File: config.mk
export PLATFORM = sky130hd
export DESIGN_NAME = power_state_and_reset_manager
export DESIGN_NICKNAME = d
export VERILOG_FILES = /design/src/pwr_mgr_pkg.sv /design/src/power_state_and_reset_manager.sv
export SDC_FILE = /design/constraint.sdc
export NUM_CORES = 1
export LEC_CHECK = 0
export BUFFER_PORTS_ARGS = -buffer_cell sky130_fd_sc_hd__buf_2
export CORE_UTILIZATION = 40
export CTS_CLUSTER_SIZE = 12
export DETAILED_ROUTE_END_ITERATION = 16
export PLACE_DENSITY = 0.61
export SYNTH_ARGS = -nofsm -noshare
export SYNTH_HDL_FRONTEND = slang
export SYNTH_SLANG_ARGS = --single-unit
File: constraint.sdc
create_clock -name clk_in -period 2.6 [get_ports clk_in]
set_input_delay 0.13 -clock clk_in [delete_from_list [all_inputs] [get_ports clk_in]]
set_output_delay 0.13 -clock clk_in [all_outputs]
set_load 0.01 [all_outputs]
File: src/pwr_mgr_pkg.sv
// Purpose: constants for the power-state and reset manager
// Assumes: 125 MHz standby clock
// Notes:   counts derive from times at the clock rate
// Notes on behaviour
// - power button falling edge leaves soft-off
// - reset button active low, edge triggered
// - generated reset has bounded length
// - drive active-low carrier reset output
// - reset on button, power-good, 12V, watchdog, software
// - power-good high means main power valid
// - warn suspend before entering sleep
// - suspend-to-RAM indication low while asleep
// - suspend-to-disk indication unsupported
// - assert soft-off indication in soft-off
// - pcie wake resumes from sleep
// - auxiliary wake resumes from sleep
// - over-temperature input raises thermal alarm
// - thermal-trip low on thermal shutdown
// - management alert raises interrupt or wakes
// - report lid switch events
// - report sleep button presses
package pwr_mgr_pkg;
	// ==================================================
	// timing
	localparam int unsigned CLK_MHZ         = 125;
	localparam int unsigned RESET_PULSE_US  = 100;  // generated reset length
	localparam int unsigned RESET_CYCLES    = RESET_PULSE_US * CLK_MHZ;
	localparam int unsigned SUSP_WARN_US    = 1;    // warning lead before sleep
	localparam int unsigned SUSP_WARN_CYCLES = SUSP_WARN_US * CLK_MHZ;
	localparam int unsigned CNT_W           = 24;
	// ==================================================
	// power states
	typedef enum logic [2:0] {
		ST_SOFT_OFF,
		ST_POWER_UP,
		ST_RUNNING,
		ST_SUSP_WARN,
		ST_SLEEP_RAM
	} pwr_state_t;
endpackage : pwr_mgr_pkg

File: src/power_state_and_reset_manager.sv
// Purpose: power-state sequencing, carrier reset and sleep indications
// Assumes: one standby clock; inputs from pins are asynchronous
// Notes:   long counts are parameters so simulation can shorten them
`timescale 1ns/1ps
module power_state_and_reset_manager #(
	parameter int unsigned RESET_LEN = pwr_mgr_pkg::RESET_CYCLES,     // carrier reset length, cycles
	parameter int unsigned WARN_LEN  = pwr_mgr_pkg::SUSP_WARN_CYCLES  // suspend warning lead, cycles
) (
	input  wire logic clk_in,                // 125 MHz standby clock
	input  wire logic sys_rst_in,            // synchronous reset, active high
	input  wire logic power_button_n_in,     // power button pin
	input  wire logic reset_button_n_in,     // reset button pin
	input  wire logic main_power_good_in,    // main supply good, high valid
	input  wire logic main_12v_low_in,       // 12 V below minimum, high
	input  wire logic watchdog_timeout_in,   // watchdog expiry pulse, same clock
	input  wire logic sw_reset_req_in,       // software reset pulse, same clock
	input  wire logic sleep_req_in,          // software sleep request pulse
	input  wire logic power_off_req_in,      // software soft-off request pulse
	input  wire logic pcie_wake_n_in,        // pcie wake pin
	input  wire logic aux_wake_n_in,         // general wake pin
	input  wire logic battery_low_n_in,      // battery low pin
	input  wire logic overtemp_in_n_in,      // off-module over-temp pin
	input  wire logic cpu_shutdown_in,       // processor thermal shutdown, same clock
	input  wire logic mgmt_bus_alert_n_in,   // management alert pin
	input  wire logic lid_n_in,              // lid switch pin
	input  wire logic sleep_button_n_in,     // sleep button pin
	output logic      carrier_reset_out_n_out, // carrier reset, active low
	output logic      suspend_warning_n_out,   // imminent suspend, active low
	output logic      sleep_ram_state_n_out,   // suspend-to-RAM, active low
	output logic      sleep_disk_state_n_out,  // suspend-to-disk, unsupported
	output logic      soft_off_state_n_out,    // soft-off, active low
	output logic      cpu_thermal_trip_n_out,  // thermal shutdown, active low
	output logic      thermal_alarm_out,       // over-temp level
	output logic      battery_low_out,         // battery-low level
	output logic      mgmt_alert_smi_out,      // alert seen while running, pulse
	output logic      lid_event_out,           // lid change pulse
	output logic      sleep_button_event_out   // sleep button press pulse
);
	// ==================================================
	// input synchronisers
	// bit positions in the pin group, one chain each
	localparam int NSYNC       = 10;
	localparam int B_SLEEP_BTN = 9; // sleep button
	localparam int B_PWR_BTN   = 8; // power button
	localparam int B_RST_BTN   = 7; // reset button
	localparam int B_PGOOD     = 6; // main supply good
	localparam int B_PCIE_WAKE = 5; // pcie wake
	localparam int B_AUX_WAKE  = 4; // general wake
	localparam int B_BATT_LOW  = 3; // battery low
	localparam int B_OVER_TEMP = 2; // off-module over-temp
	localparam int B_ALERT     = 1; // management alert
	localparam int B_LID       = 0; // lid switch

	logic [NSYNC-1:0] raw;  // pins as they arrive
	logic [NSYNC-1:0] meta; // first stage, may be metastable
	logic [NSYNC-1:0] sync; // second stage, safe to read
	logic [NSYNC-1:0] prev; // one cycle older, for edges

	// gather the pins in bit-position order
	assign raw[B_SLEEP_BTN] = sleep_button_n_in;
	assign raw[B_PWR_BTN]   = power_button_n_in;
	assign raw[B_RST_BTN]   = reset_button_n_in;
	assign raw[B_PGOOD]     = main_power_good_in;
	assign raw[B_PCIE_WAKE] = pcie_wake_n_in;
	assign raw[B_AUX_WAKE]  = aux_wake_n_in;
	assign raw[B_BATT_LOW]  = battery_low_n_in;
	assign raw[B_OVER_TEMP] = overtemp_in_n_in;
	assign raw[B_ALERT]     = mgmt_bus_alert_n_in;
	assign raw[B_LID]       = lid_n_in;

	// first stage feeds only the second; pulled-up pins reset
	// high so no false edge follows reset
	for (genvar i = 0; i < NSYNC; i++) begin : g_sync
		always_ff @(posedge clk_in) begin
			if (sys_rst_in) begin
				meta[i] <= 1'b1;
				sync[i] <= 1'b1;
				prev[i] <= 1'b1;
			end else begin
				meta[i] <= raw[i];
				sync[i] <= meta[i];
				prev[i] <= sync[i];
			end
		end
	end

	// ==================================================
	// edge and level decode
	logic pwr_btn_fall;
	logic rst_btn_fall;
	logic power_good;
	logic pcie_wake;
	logic aux_wake;
	logic alert_level;
	logic alert_fall;
	logic lid_change;
	logic sleep_btn_fall;
	logic wake_any;
	// edges compare stage two with stage three, never the raw pin
	assign pwr_btn_fall   = prev[B_PWR_BTN] & ~sync[B_PWR_BTN];
	assign rst_btn_fall   = prev[B_RST_BTN] & ~sync[B_RST_BTN];
	assign power_good     = sync[B_PGOOD];
	assign pcie_wake      = ~sync[B_PCIE_WAKE];
	assign aux_wake       = ~sync[B_AUX_WAKE];
	assign alert_level    = ~sync[B_ALERT];
	assign alert_fall     = prev[B_ALERT] & ~sync[B_ALERT];
	assign lid_change     = prev[B_LID] ^ sync[B_LID];
	assign sleep_btn_fall = prev[B_SLEEP_BTN] & ~sync[B_SLEEP_BTN];
	// wake sources are levels, so a wake held across sleep entry
	// still resumes; the alert may wake as well as interrupt
	assign wake_any       = pcie_wake | aux_wake | alert_level;

	// ==================================================
	// power state machine
	pwr_mgr_pkg::pwr_state_t       state;
	pwr_mgr_pkg::pwr_state_t       next_state;
	logic [pwr_mgr_pkg::CNT_W-1:0] warn_cnt;
	logic                          warn_done;
	// warning stays out for the lead time before rails drop
	assign warn_done = (warn_cnt >= pwr_mgr_pkg::CNT_W'(WARN_LEN - 1));

	// next state; an off request wins over sleep in the same cycle
	always_comb begin
		next_state = state;
		unique case (state)
			pwr_mgr_pkg::ST_SOFT_OFF: begin
				if (pwr_btn_fall)
					next_state = pwr_mgr_pkg::ST_POWER_UP;
			end
			pwr_mgr_pkg::ST_POWER_UP: begin
				// wait for the supply before releasing the carrier
				if (power_good)
					next_state = pwr_mgr_pkg::ST_RUNNING;
			end
			pwr_mgr_pkg::ST_RUNNING: begin
				if (power_off_req_in)
					next_state = pwr_mgr_pkg::ST_SOFT_OFF;
				else if (sleep_req_in)
					next_state = pwr_mgr_pkg::ST_SUSP_WARN;
			end
			pwr_mgr_pkg::ST_SUSP_WARN: begin
				if (warn_done)
					next_state = pwr_mgr_pkg::ST_SLEEP_RAM;
			end
			pwr_mgr_pkg::ST_SLEEP_RAM: begin
				// a power button press resumes as well
				if (wake_any || pwr_btn_fall)
					next_state = pwr_mgr_pkg::ST_POWER_UP;
			end
		endcase
	end

	// state register
	always_ff @(posedge clk_in) begin
		if (sys_rst_in) begin
			state <= pwr_mgr_pkg::ST_SOFT_OFF;
		end else begin
			state <= next_state;
		end
	end

	// lead counter, idle at zero so each warning starts afresh
	always_ff @(posedge clk_in) begin
		if (sys_rst_in) begin
			warn_cnt <= '0;
		end else if (state != pwr_mgr_pkg::ST_SUSP_WARN) begin
			warn_cnt <= '0;
		end else if (!warn_done) begin
			warn_cnt <= warn_cnt + 1'b1;
		end
	end

	// ==================================================
	// state decode
	// shared by the pin outputs so each test is written once
	logic in_soft_off;
	logic in_running;
	logic in_warn;
	logic in_sleep;
	logic powered;
	assign in_soft_off = (state == pwr_mgr_pkg::ST_SOFT_OFF);
	assign in_running  = (state == pwr_mgr_pkg::ST_RUNNING);
	assign in_warn     = (state == pwr_mgr_pkg::ST_SUSP_WARN);
	assign in_sleep    = (state == pwr_mgr_pkg::ST_SLEEP_RAM);
	assign powered     = in_running | in_warn;

	// ==================================================
	// carrier reset generator
	logic                          rst_active;
	logic [pwr_mgr_pkg::CNT_W-1:0] rst_cnt;
	logic                          pg_prev;
	logic                          v12_prev;
	logic                          cause_button;
	logic                          cause_pg_fall;
	logic                          cause_12v;
	logic                          cause_host;
	logic                          rst_trigger;

	// history for turning supply fault levels into edges
	always_ff @(posedge clk_in) begin
		if (sys_rst_in) begin
			pg_prev  <= 1'b0;
			v12_prev <= 1'b0;
		end else begin
			pg_prev  <= power_good;
			v12_prev <= main_12v_low_in;
		end
	end

	// button and supply causes are edges, so a held button or fault cannot hold reset forever
	assign cause_button  = rst_btn_fall;
	assign cause_pg_fall = pg_prev & ~power_good;
	assign cause_12v     = main_12v_low_in & ~v12_prev;
	assign cause_host    = watchdog_timeout_in | sw_reset_req_in;
	assign rst_trigger   = cause_button | cause_pg_fall | cause_12v | cause_host;

	// pulse counter; a new trigger restarts the full length
	always_ff @(posedge clk_in) begin
		if (sys_rst_in) begin
			rst_active <= 1'b1;
			rst_cnt    <= '0;
		end else if (rst_trigger) begin
			rst_active <= 1'b1;
			rst_cnt    <= '0;
		end else if (rst_active) begin
			if (rst_cnt >= pwr_mgr_pkg::CNT_W'(RESET_LEN - 1))
				rst_active <= 1'b0;
			else
				rst_cnt <= rst_cnt + 1'b1;
		end
	end

	// ==================================================
	// registered outputs
	// held in reset outside running and suspend warning, and while the pulse runs
	always_ff @(posedge clk_in) begin
		if (sys_rst_in) begin
			carrier_reset_out_n_out <= 1'b0;
		end else begin
			carrier_reset_out_n_out <= ~(rst_active | ~powered);
		end
	end

	// warning stays low through sleep so bus devices stay quiet
	always_ff @(posedge clk_in) begin
		if (sys_rst_in) begin
			suspend_warning_n_out <= 1'b1;
		end else begin
			suspend_warning_n_out <= ~(in_warn | in_sleep);
		end
	end

	// also low in soft-off, since the main rails are down there too
	always_ff @(posedge clk_in) begin
		if (sys_rst_in) begin
			sleep_ram_state_n_out <= 1'b0;
		end else begin
			sleep_ram_state_n_out <= ~(in_sleep | in_soft_off);
		end
	end

	// suspend-to-disk never entered, so held inactive
	always_ff @(posedge clk_in) begin
		if (sys_rst_in) begin
			sleep_disk_state_n_out <= 1'b1;
		end else begin
			sleep_disk_state_n_out <= 1'b1;
		end
	end

	// soft-off indication
	always_ff @(posedge clk_in) begin
		if (sys_rst_in) begin
			soft_off_state_n_out <= 1'b0;
		end else begin
			soft_off_state_n_out <= ~in_soft_off;
		end
	end

	// ==================================================
	// thermal and battery levels
	// trip input is already on this clock, so no synchroniser
	always_ff @(posedge clk_in) begin
		if (sys_rst_in) begin
			cpu_thermal_trip_n_out <= 1'b1;
		end else begin
			cpu_thermal_trip_n_out <= ~cpu_shutdown_in;
		end
	end

	// over-temp alarm follows the synchronised pin level
	always_ff @(posedge clk_in) begin
		if (sys_rst_in) begin
			thermal_alarm_out <= 1'b0;
		end else begin
			thermal_alarm_out <= ~sync[B_OVER_TEMP];
		end
	end

	// battery low follows the synchronised pin level
	always_ff @(posedge clk_in) begin
		if (sys_rst_in) begin
			battery_low_out <= 1'b0;
		end else begin
			battery_low_out <= ~sync[B_BATT_LOW];
		end
	end

	// ==================================================
	// event pulses
	// alert as interrupt only while running; asleep it wakes
	always_ff @(posedge clk_in) begin
		if (sys_rst_in) begin
			mgmt_alert_smi_out <= 1'b0;
		end else begin
			mgmt_alert_smi_out <= alert_fall & in_running;
		end
	end

	// lid reports both closing and opening
	always_ff @(posedge clk_in) begin
		if (sys_rst_in) begin
			lid_event_out <= 1'b0;
		end else begin
			lid_event_out <= lid_change;
		end
	end

	// sleep button reports the press only, not the release
	always_ff @(posedge clk_in) begin
		if (sys_rst_in) begin
			sleep_button_event_out <= 1'b0;
		end else begin
			sleep_button_event_out <= sleep_btn_fall;
		end
	end
endmodule : power_state_and_reset_manager

==> results of run 1 <==
## cell usage in the layout (no fill, tap or decap), types with 2 or more instances in the layout
cell | Yosys | routed
inv_1 | 9 | 9
and2_1 | 28 | 28
mux2i_1 | 2 | 2
nor4_1 | 4 | 4
a41o_1 | 3 | 3
nor3_1 | 5 | 5
nor4_2 | 2 | 2
a211oi_1 | 2 | 2
and4_1 | 2 | 2
or2_2 | 26 | 26
o21ai_2 | 2 | 2
a2111oi_0 | 4 | 4
inv_6 | 0 | 2
nand3_1 | 7 | 7
nand4_1 | 4 | 4
buf_2 | 2 | 27
nor2_1 | 29 | 29
a31o_2 | 3 | 3
a31oi_1 | 4 | 4
dfxtp_1 | 89 | 89
a21oi_1 | 11 | 11
nand2_1 | 19 | 19
a2111oi_4 | 2 | 2
dlygate4sd3_1 | 0 | 11
clkbuf_8 | 0 | 11
o21ai_0 | 4 | 4
and3_1 | 2 | 2
o211ai_1 | 2 | 2
xnor2_1 | 5 | 5
nand2b_1 | 6 | 6
nor2b_1 | 2 | 2
ha_1 | 3 | 3
## critical path: cells and delay by family, from the launching register on
family                     cells  cell delay, ns
adders and majority gates      1            0.29
DFF                            1            0.35
and+or+nand+nor                1            0.21
AOI/OAI and AO/OA              4            1.01
## cell families after synthesis
kind of cell	count (synthesis)	share of synthesized area
compound gates	45	0.114
xor+xnor	6	0.0165
fa+ha+maj	3	0.0118
buf+inv	24	0.0326
flops	89	0.559
mux	2	0.00628
other cells	1	0.00118
simple gates	145	0.259
## per-layer routing
metal / track usage / wire [um] / up-vias
met5: 0 / 0 / -
met4: 0.0714 / 85 / 0
met3: 0.0369 / 173 / 7
met2: 0.209 / 2180 / 36
met1: 0.185 / 2750 / 985
li1: - / - / 1138
## registers in the layout, indices dropped and copies added, names as in the netlist, 3 cells and up
register,flops
meta,10
prev,5
rst_cnt,24
state,3
sync,9
warn_cnt,24
## worst min-delay path by stage
stage               startpoint                endpoint  slack, ns  cells after the start
3_5_place_dp   cpu_shutdown_in  cpu_thermal_trip_n_out       0.31                      2
5_1_grt        main_12v_low_in                v12_prev       0.05                      2
6_report       main_12v_low_in                v12_prev       0.02                      2
3_3_place_gp   cpu_shutdown_in  cpu_thermal_trip_n_out       0.30                      2
2_1_floorplan  cpu_shutdown_in  cpu_thermal_trip_n_out       0.20                      1
4_1_cts        main_12v_low_in                v12_prev      0.002                      2
## power by group
group	switching (mW)	internal, mW	leakage (nW)	total, mW
combinational	0.0493	0.0537	0.643	0.103
sequential	0.0212	1.39	0.724	1.42
clock	0.479	0.504	0.110	0.983
## stage by stage
step,std cells,util
2_1_floorplan,315,-
3_3_place_gp,430,0.438
3_5_place_dp,430,0.438
4_1_cts,457,0.480
5_1_grt,457,0.480
6_report,457,0.480
## synthesized netlist by cell type, types with 2 or more instances
cell type	count	area, um2
dfxtp_1	89	1780
and2_1	28	175
o21ai_0	4	20.0
inv_1	9	33.8
nand4_1	4	25.0
a21oi_1	11	55.1
o21ai_2	2	17.5
nand2b_1	6	37.5
nor2_1	29	109
a2111oi_0	4	35.0
clkbuf_1	11	41.3
nor4_2	2	25.0
mux2i_1	2	20.0
and4_1	2	17.5
buf_2	2	10.0
and3_1	2	12.5
xnor2_1	5	43.8
or2_2	26	163
a211oi_1	2	15.0
a31oi_1	4	25.0
a31o_2	3	26.3
o211ai_1	2	15.0
nand3_1	7	35.0
nor3_1	5	25.0
nand2_1	19	71.3
nor4_1	4	25.0
ha_1	3	37.5
nor2b_1	2	12.5
a41o_1	3	30.0
a2111oi_4	2	55.1
## cell type report
cell class,count,area [um2],area share
Clock buffer,11,151,0.0408
Clock inverter,5,61.3,0.0165
Inverter,9,33.8,0.00910
Multi-Input combinational cell,202,1300,0.351
Sequential cell,89,1780,0.480
Tap cell,102,128,0.0344
Timing Repair Buffer,39,253,0.0681
==> results.md, run 1 <==
* Die area at roughly 8300 um2
* Vias/cell at 4.74
* Synthesized area per cell at a little over 10 um2
* Yosys cell types at 51
* Max Cap Violations at 0
* Largest net degree at the start of global routing at 40
* DP Worst Slack at 0.684 ns
* Setup violators final at 0
* Required @ worst endpoint at around 2.9 ns
* CTS Hold Bufs at 11
* Fin. Hold Viols at 0
* Worst Clk Skew at a little under 0.01 ns
* Crit-path max cell delay at approximately 0.49 ns
* Vias in the first global route at about 2100
* Drt pass-1 iters at 4
* Setup crit end kind: register
* Gp weighted congestion at between 0.7 and 0.8
* Placed inst area at approximately 3400 um2
* Initial antenna violation count at 0
* Outcome: complete, no violations
* # nets final at 371
* Via Count at around 2200
* Clock Sinks at 89
* Min Tclk post-route at roughly 2.0 ns
* Root Buffer: clkbuf_8
* GRT Total Usage at 0.140
* Fin Hold WS at roughly 0.016 ns
* Asr flop ratio synth at 0
* Critical Path Sink: rst_cnt[7]
* DRT antenna net count at 0
* Post-CTS Setup Repair Bufs at 0
* WL/cell at about 11 um
* Antenna cells at 0
* H-tree lvl count at 3
* Syn_nets at between 300 and 400
* Die X at approximately 91 um
* HP Class: input pin to register
* CP cell instances: ha_1, nor4_4, o21ai_2, a2111oi_4, a31oi_1, a41o_1
* Port bufs at 27
* Main flop type after synthesis: dfxtp_1
* Post-synthesis cell count at roughly 320
* Area delta synth->final at 16.4%
* CP Class: register to register
* Total power at between 2 and 3 mW
* Post-route design area at between 3000 and 4000 um2
* Num CTS Buffers at 9
* DRT iter0 DRCs at 90
* Final period utilization at 0.760
* Max VDD drop at approximately 0.36 mV
* Worst setup SP type: register
* Final worst slack at 0.623 ns
* Initial core utilization at 0.413
* Synthesis-stage register bit count at 89
* Hpwl dp at 3370 um
* Critical Path AT at between 2 and 2.5 ns
* Cell Area, Synth at roughly 3200 um2
* Io pins at 29
* Total Routed Length at about 5200 um
* Slowest cell on crit path: a2111oi_4
* Unrepaired setup endpoints after global routing: false
* Clk buf depth at 2
* CTS tree: built
* Worst-margin pin slew at 0.587 ns
* Critical Path Start: rst_cnt[0]
* Leak at around 1.5 nW
* Pins Over Slew Limit at 0
* Setup TNS at 0 ns
* Share of cells above drive strength 1 at 0.239
* Cts repair resizes at 0
* Critical R2R Capture: rst_cnt[7]
* RR Startpoint: rst_cnt[0]
* Number of flops mapped to enable cells by yosys at 0
* Clk slew on worst S/H paths at 0.09 ns
* Flop-to-flop setup slack at roughly 0.62 ns
* Latest clock arrival within the worst-skew pair at 0.34 ns
* Reg2reg path depth at 6
* Fillers at between 700 and 800
* Global-route wire length before repair at a little over 9000 um
* Crit-path max FO at 6
* Core area at 7730 um2
* Max Fclk at 0.506 GHz
* Worst rel slew slack at 0.608
* Yosys warning count at 0
* Gr ovfl total at 0
* Row count at 32
* Sequential area share after synthesis at 0.559
* PD cells at 674 nW/um2
* Die Ht at slightly above 90 um
* DRC errors left at 0
(Power assumes the default switching activity.)
==> inputs of run 2 (changes only) <==
--- a/config.mk
+++ b/config.mk
@@ -5,11 +5,12 @@
 export SDC_FILE = /design/constraint.sdc
 export NUM_CORES = 1
 export LEC_CHECK = 0
+export ABC_AREA = 1
 export BUFFER_PORTS_ARGS = -buffer_cell sky130_fd_sc_hd__buf_2
 export CORE_UTILIZATION = 40
 export CTS_CLUSTER_SIZE = 12
 export DETAILED_ROUTE_END_ITERATION = 16
-export PLACE_DENSITY = 0.61
+export PLACE_DENSITY = 0.63
 export SYNTH_ARGS = -nofsm -noshare
 export SYNTH_HDL_FRONTEND = slang
 export SYNTH_SLANG_ARGS = --single-unit
==> constraint.sdc (replaced) <==
create_clock -name clk_in -period 1.8 [get_ports clk_in]
set_input_delay 0.09 -clock clk_in [delete_from_list [all_inputs] [get_ports clk_in]]
set_output_delay 0.09 -clock clk_in [all_outputs]
set_load 0.01 [all_outputs]
==> results.md, run 2 <==
* Outcome: complete, no violations
* Final period utilization at 0.879 (+0.119)
* Most instantiated cells after synthesis: dfxtp_1 (89), nor2_1 (71), nand2_1 (69)
* Placed inst area at 3640 um2 (+7.5%)
* Max VDD drop at 0.749 mV (+110%)
* Antenna cells at 0 (unchanged)
* Io pins at 29 (unchanged)
* Yosys warning count at 0 (unchanged)
* Sequential cell area at 1780 um2 (unchanged)
* Number of flops mapped to enable cells by yosys at 0 (unchanged)
* Yosys top cell by area: dfxtp_1
* Setup crit end kind: register
* Fillers at 800 (+13%)
* DRT antenna net count at 0 (unchanged)
* Core area at 8300 um2 (+7.4%)
* Row count at 33 (+3.1%)
* Gr ovfl total at 0 (unchanged)
* CP Class: register to register
* Worst setup SP type: register
* Crit-path max FO at 22 (+16)
* Via Count at 2621 (+21%)
* RR Startpoint: rst_cnt[0]
* Regs by FF count: rst_cnt x24, warn_cnt x24, meta x10
* Area delta synth->final at 16.0%
* Max Fclk at 0.632 GHz (+25%)
* Die Ht at 94.9 um (+3.9%)
* Total Routed Length at 5710 um (+10%)
* Leak at 1.66 nW (+13%)
* Cts repair resizes at 0 (unchanged)
* Initial antenna violation count at 0 (unchanged)
* Global-route wire length before repair at 10000 um (+7.5%)
* Vias/cell at 4.51 (-4.8%)
* WHS Path Cells at 5 (+3)
* DRC errors left at 0 (unchanged)
* GRT Total Usage at 0.143 (+0.00344)
* Clk pwr share at 0.401 (+0.008)
* HP Class: input pin to register
* Final worst slack at 0.218 ns (-0.406 ns)
* Post-synthesis cell count at 430 (+37%)
* WL/cell at 9.83 um (-13%)
* Main flop type after synthesis: dfxtp_1
* Flop-to-flop setup slack at 0.22 ns (-0.41 ns)
* Die area at 9000 um2 (+8.0%)
* # nets final at 492 (+33%)
* Min Tclk post-route at 1.58 ns (-0.394 ns)
* Clock Sinks at 89 (unchanged)
* Most common cell in the netlist: dfxtp_1
* Root Buffer: clkbuf_8
* Combinational share of power at 0.084 (+0.043)
* Fin. Hold Viols at 0 (unchanged)
* Largest net degree at the start of global routing at 36 (-10%)
* CTS tree: built
* Required @ worst endpoint at 2.04 ns (-0.81 ns)
* Share of cells above drive strength 1 at 0.208 (-0.0315)
* PD cells at 1000 nW/um2 (+49%)
* Setup TNS at 0 ns (unchanged)
* Die X at 94.9 um (+3.9%)
* Int Power at 3.10 mW (+59%)
* Share of the synthesized area in the top cell type at 0.517 (-0.0424)
* Reg2reg path depth at 8 (+2)
* Sequential area share after synthesis at 0.517 (-0.0424)
* H-tree lvl count at 3 (unchanged)
* Hpwl dp at 3810 um (+13%)
* Asr flop ratio synth at 0 (unchanged)
* Yosys cell types at 29 (-43%)
* Clk slew on worst S/H paths at 0.08 ns (about the same)
* Multi-input gate area at 1310 um2 (+0.67%)
* Initial core utilization at 0.416 (+0.00308)
* Pins Over Slew Limit at 0 (unchanged)
* Worst Clk Skew at 0.0113 ns (+0.00146 ns)
* Setup violators final at 0 (unchanged)
* Critical R2R Capture: rst_cnt[1]
* Gp weighted congestion at 0.832 (+12%)
* P_sw at 916 uW (+67%)
* Sw Share at 0.228 (+0.00832)
* Num CTS Buffers at 9 (unchanged)
* Critical Path AT at 1.82 ns (-0.40 ns)
* Synth top area cells: dfxtp_1 (52%), nor2_1 (7.7%), nand2_1 (7.5%)
* Syn_nets at 451 (+34%)
* Latest clock arrival within the worst-skew pair at 0.35 ns (about the same)
* Drt pass-1 iters at 4 (unchanged)
* Min-delay src: watchdog_timeout_in
* DRT iter0 DRCs at 111 (+23%)
* Hold Path End: rst_active
* Synthesized area per cell at 8.02 um2 (-21%)
* Register share of total power at 0.515 (-0.051)
* Cell Area, Synth at 3450 um2 (+8.2%)
* Unrepaired setup endpoints after global routing: false
* Clk buf depth at 2 (unchanged)
* Port bufs at 27 (unchanged)
* Vias in the first global route at 2386 (+13%)
* Total power at 4.02 mW (+61%)
* Synthesis-stage register bit count at 89 (unchanged)
* Max Cap Violations at 0 (unchanged)
* DP Worst Slack at 0.212 ns (-0.472 ns)
* Most common cell after layout, fill and taps aside: dfxtp_1
* Commonest cells after routing, fill and taps aside: dfxtp_1 (89), nor2_1 (71), nand2_1 (69)
* Post-route design area at 4000 um2 (+7.9%)
[run 2: cell types whose count changed in the layout (fill, tap and decap cells not counted), sizes merged, moves of 7 or more]
cell / delta
nand3: +20
nand2: +55
nand4: +12
and2: -28
nor2: +52
nor4: -7
inv: +59
[run 2: cell type report]
class | count | share of cell area
Sequential cell | 89 | 0.445
Multi-Input combinational cell | 260 | 0.328
Timing Repair Buffer | 42 | 0.0694
Inverter | 69 | 0.0647
Tap cell | 105 | 0.0328
Clock buffer | 9 | 0.0309
Clock inverter | 7 | 0.0294
[run 2: cell families after synthesis]
family / Yosys count / synth area share
simple gates: 232 / 0.326
flops: 89 / 0.517
buf+inv: 81 / 0.103
compound gates: 18 / 0.0265
xor+xnor: 6 / 0.0152
fa+ha+maj: 3 / 0.0109
other cells: 1 / 0.00109
[run 2: timing repair]
| action | CTS | global route |
|---|---|---|
| hold endpoints to repair | 12 | 0 |
| setup endpoints to repair | 0 | 0 |
| setup buffers | 0 | 0 |
| hold buffers | 12 | 0 |
[run 2: how the worst max path moves through the flow]
stage,startpoint,end,cells past startpoint
6_report,rst_cnt[0],rst_cnt[1],8
5_1_grt,rst_cnt[0],rst_cnt[1],8
4_1_cts,rst_cnt[0],rst_cnt[1],8
3_5_place_dp,rst_cnt[0],rst_cnt[1],8
3_3_place_gp,rst_cnt[0],rst_cnt[0],10
2_1_floorplan,rst_cnt[0],rst_cnt[11],9
[run 2: power groups by stage]
stage,combinational [mW],clock (mW),sequential [mW]
after global placement,0.319,0,2.11
after global routing,0.395,1.77,2.08
final,0.339,1.61,2.07
after detailed placement,0.321,0,2.11
after floorplan,0.230,0,2.12
after CTS,0.342,1.66,2.07
[run 2: stage by stage]
stage / hold slack [ns] / util / cells
2_1_floorplan: 0.159 / - / 430
3_3_place_gp: 0.272 / 0.439 / 553
3_5_place_dp: 0.274 / 0.439 / 553
4_1_cts: 0.0773 / 0.482 / 581
5_1_grt: 0.115 / 0.482 / 581
6_report: 0.0930 / 0.482 / 581
[run 2: metal layers]
metal,GRT usage,vias to the layer above,part of all wire
met2,0.227,49,0.45
met3,0.0443,7,0.041
met1,0.178,1171,0.49
met5,0,-,0
met4,0.0644,0,0.017
li1,-,1394,-
[run 2: worst max-delay path, stage by stage (launching register included)]
cell and delay [ns]:
dfxtp_1 0.34, ha_1 0.24, nand3b_1 0.16, nand2_1 0.08, nand3_2 0.08, nand2_4 0.23
nand2_2 0.11, o21ai_0 0.19, nor2_1 0.05
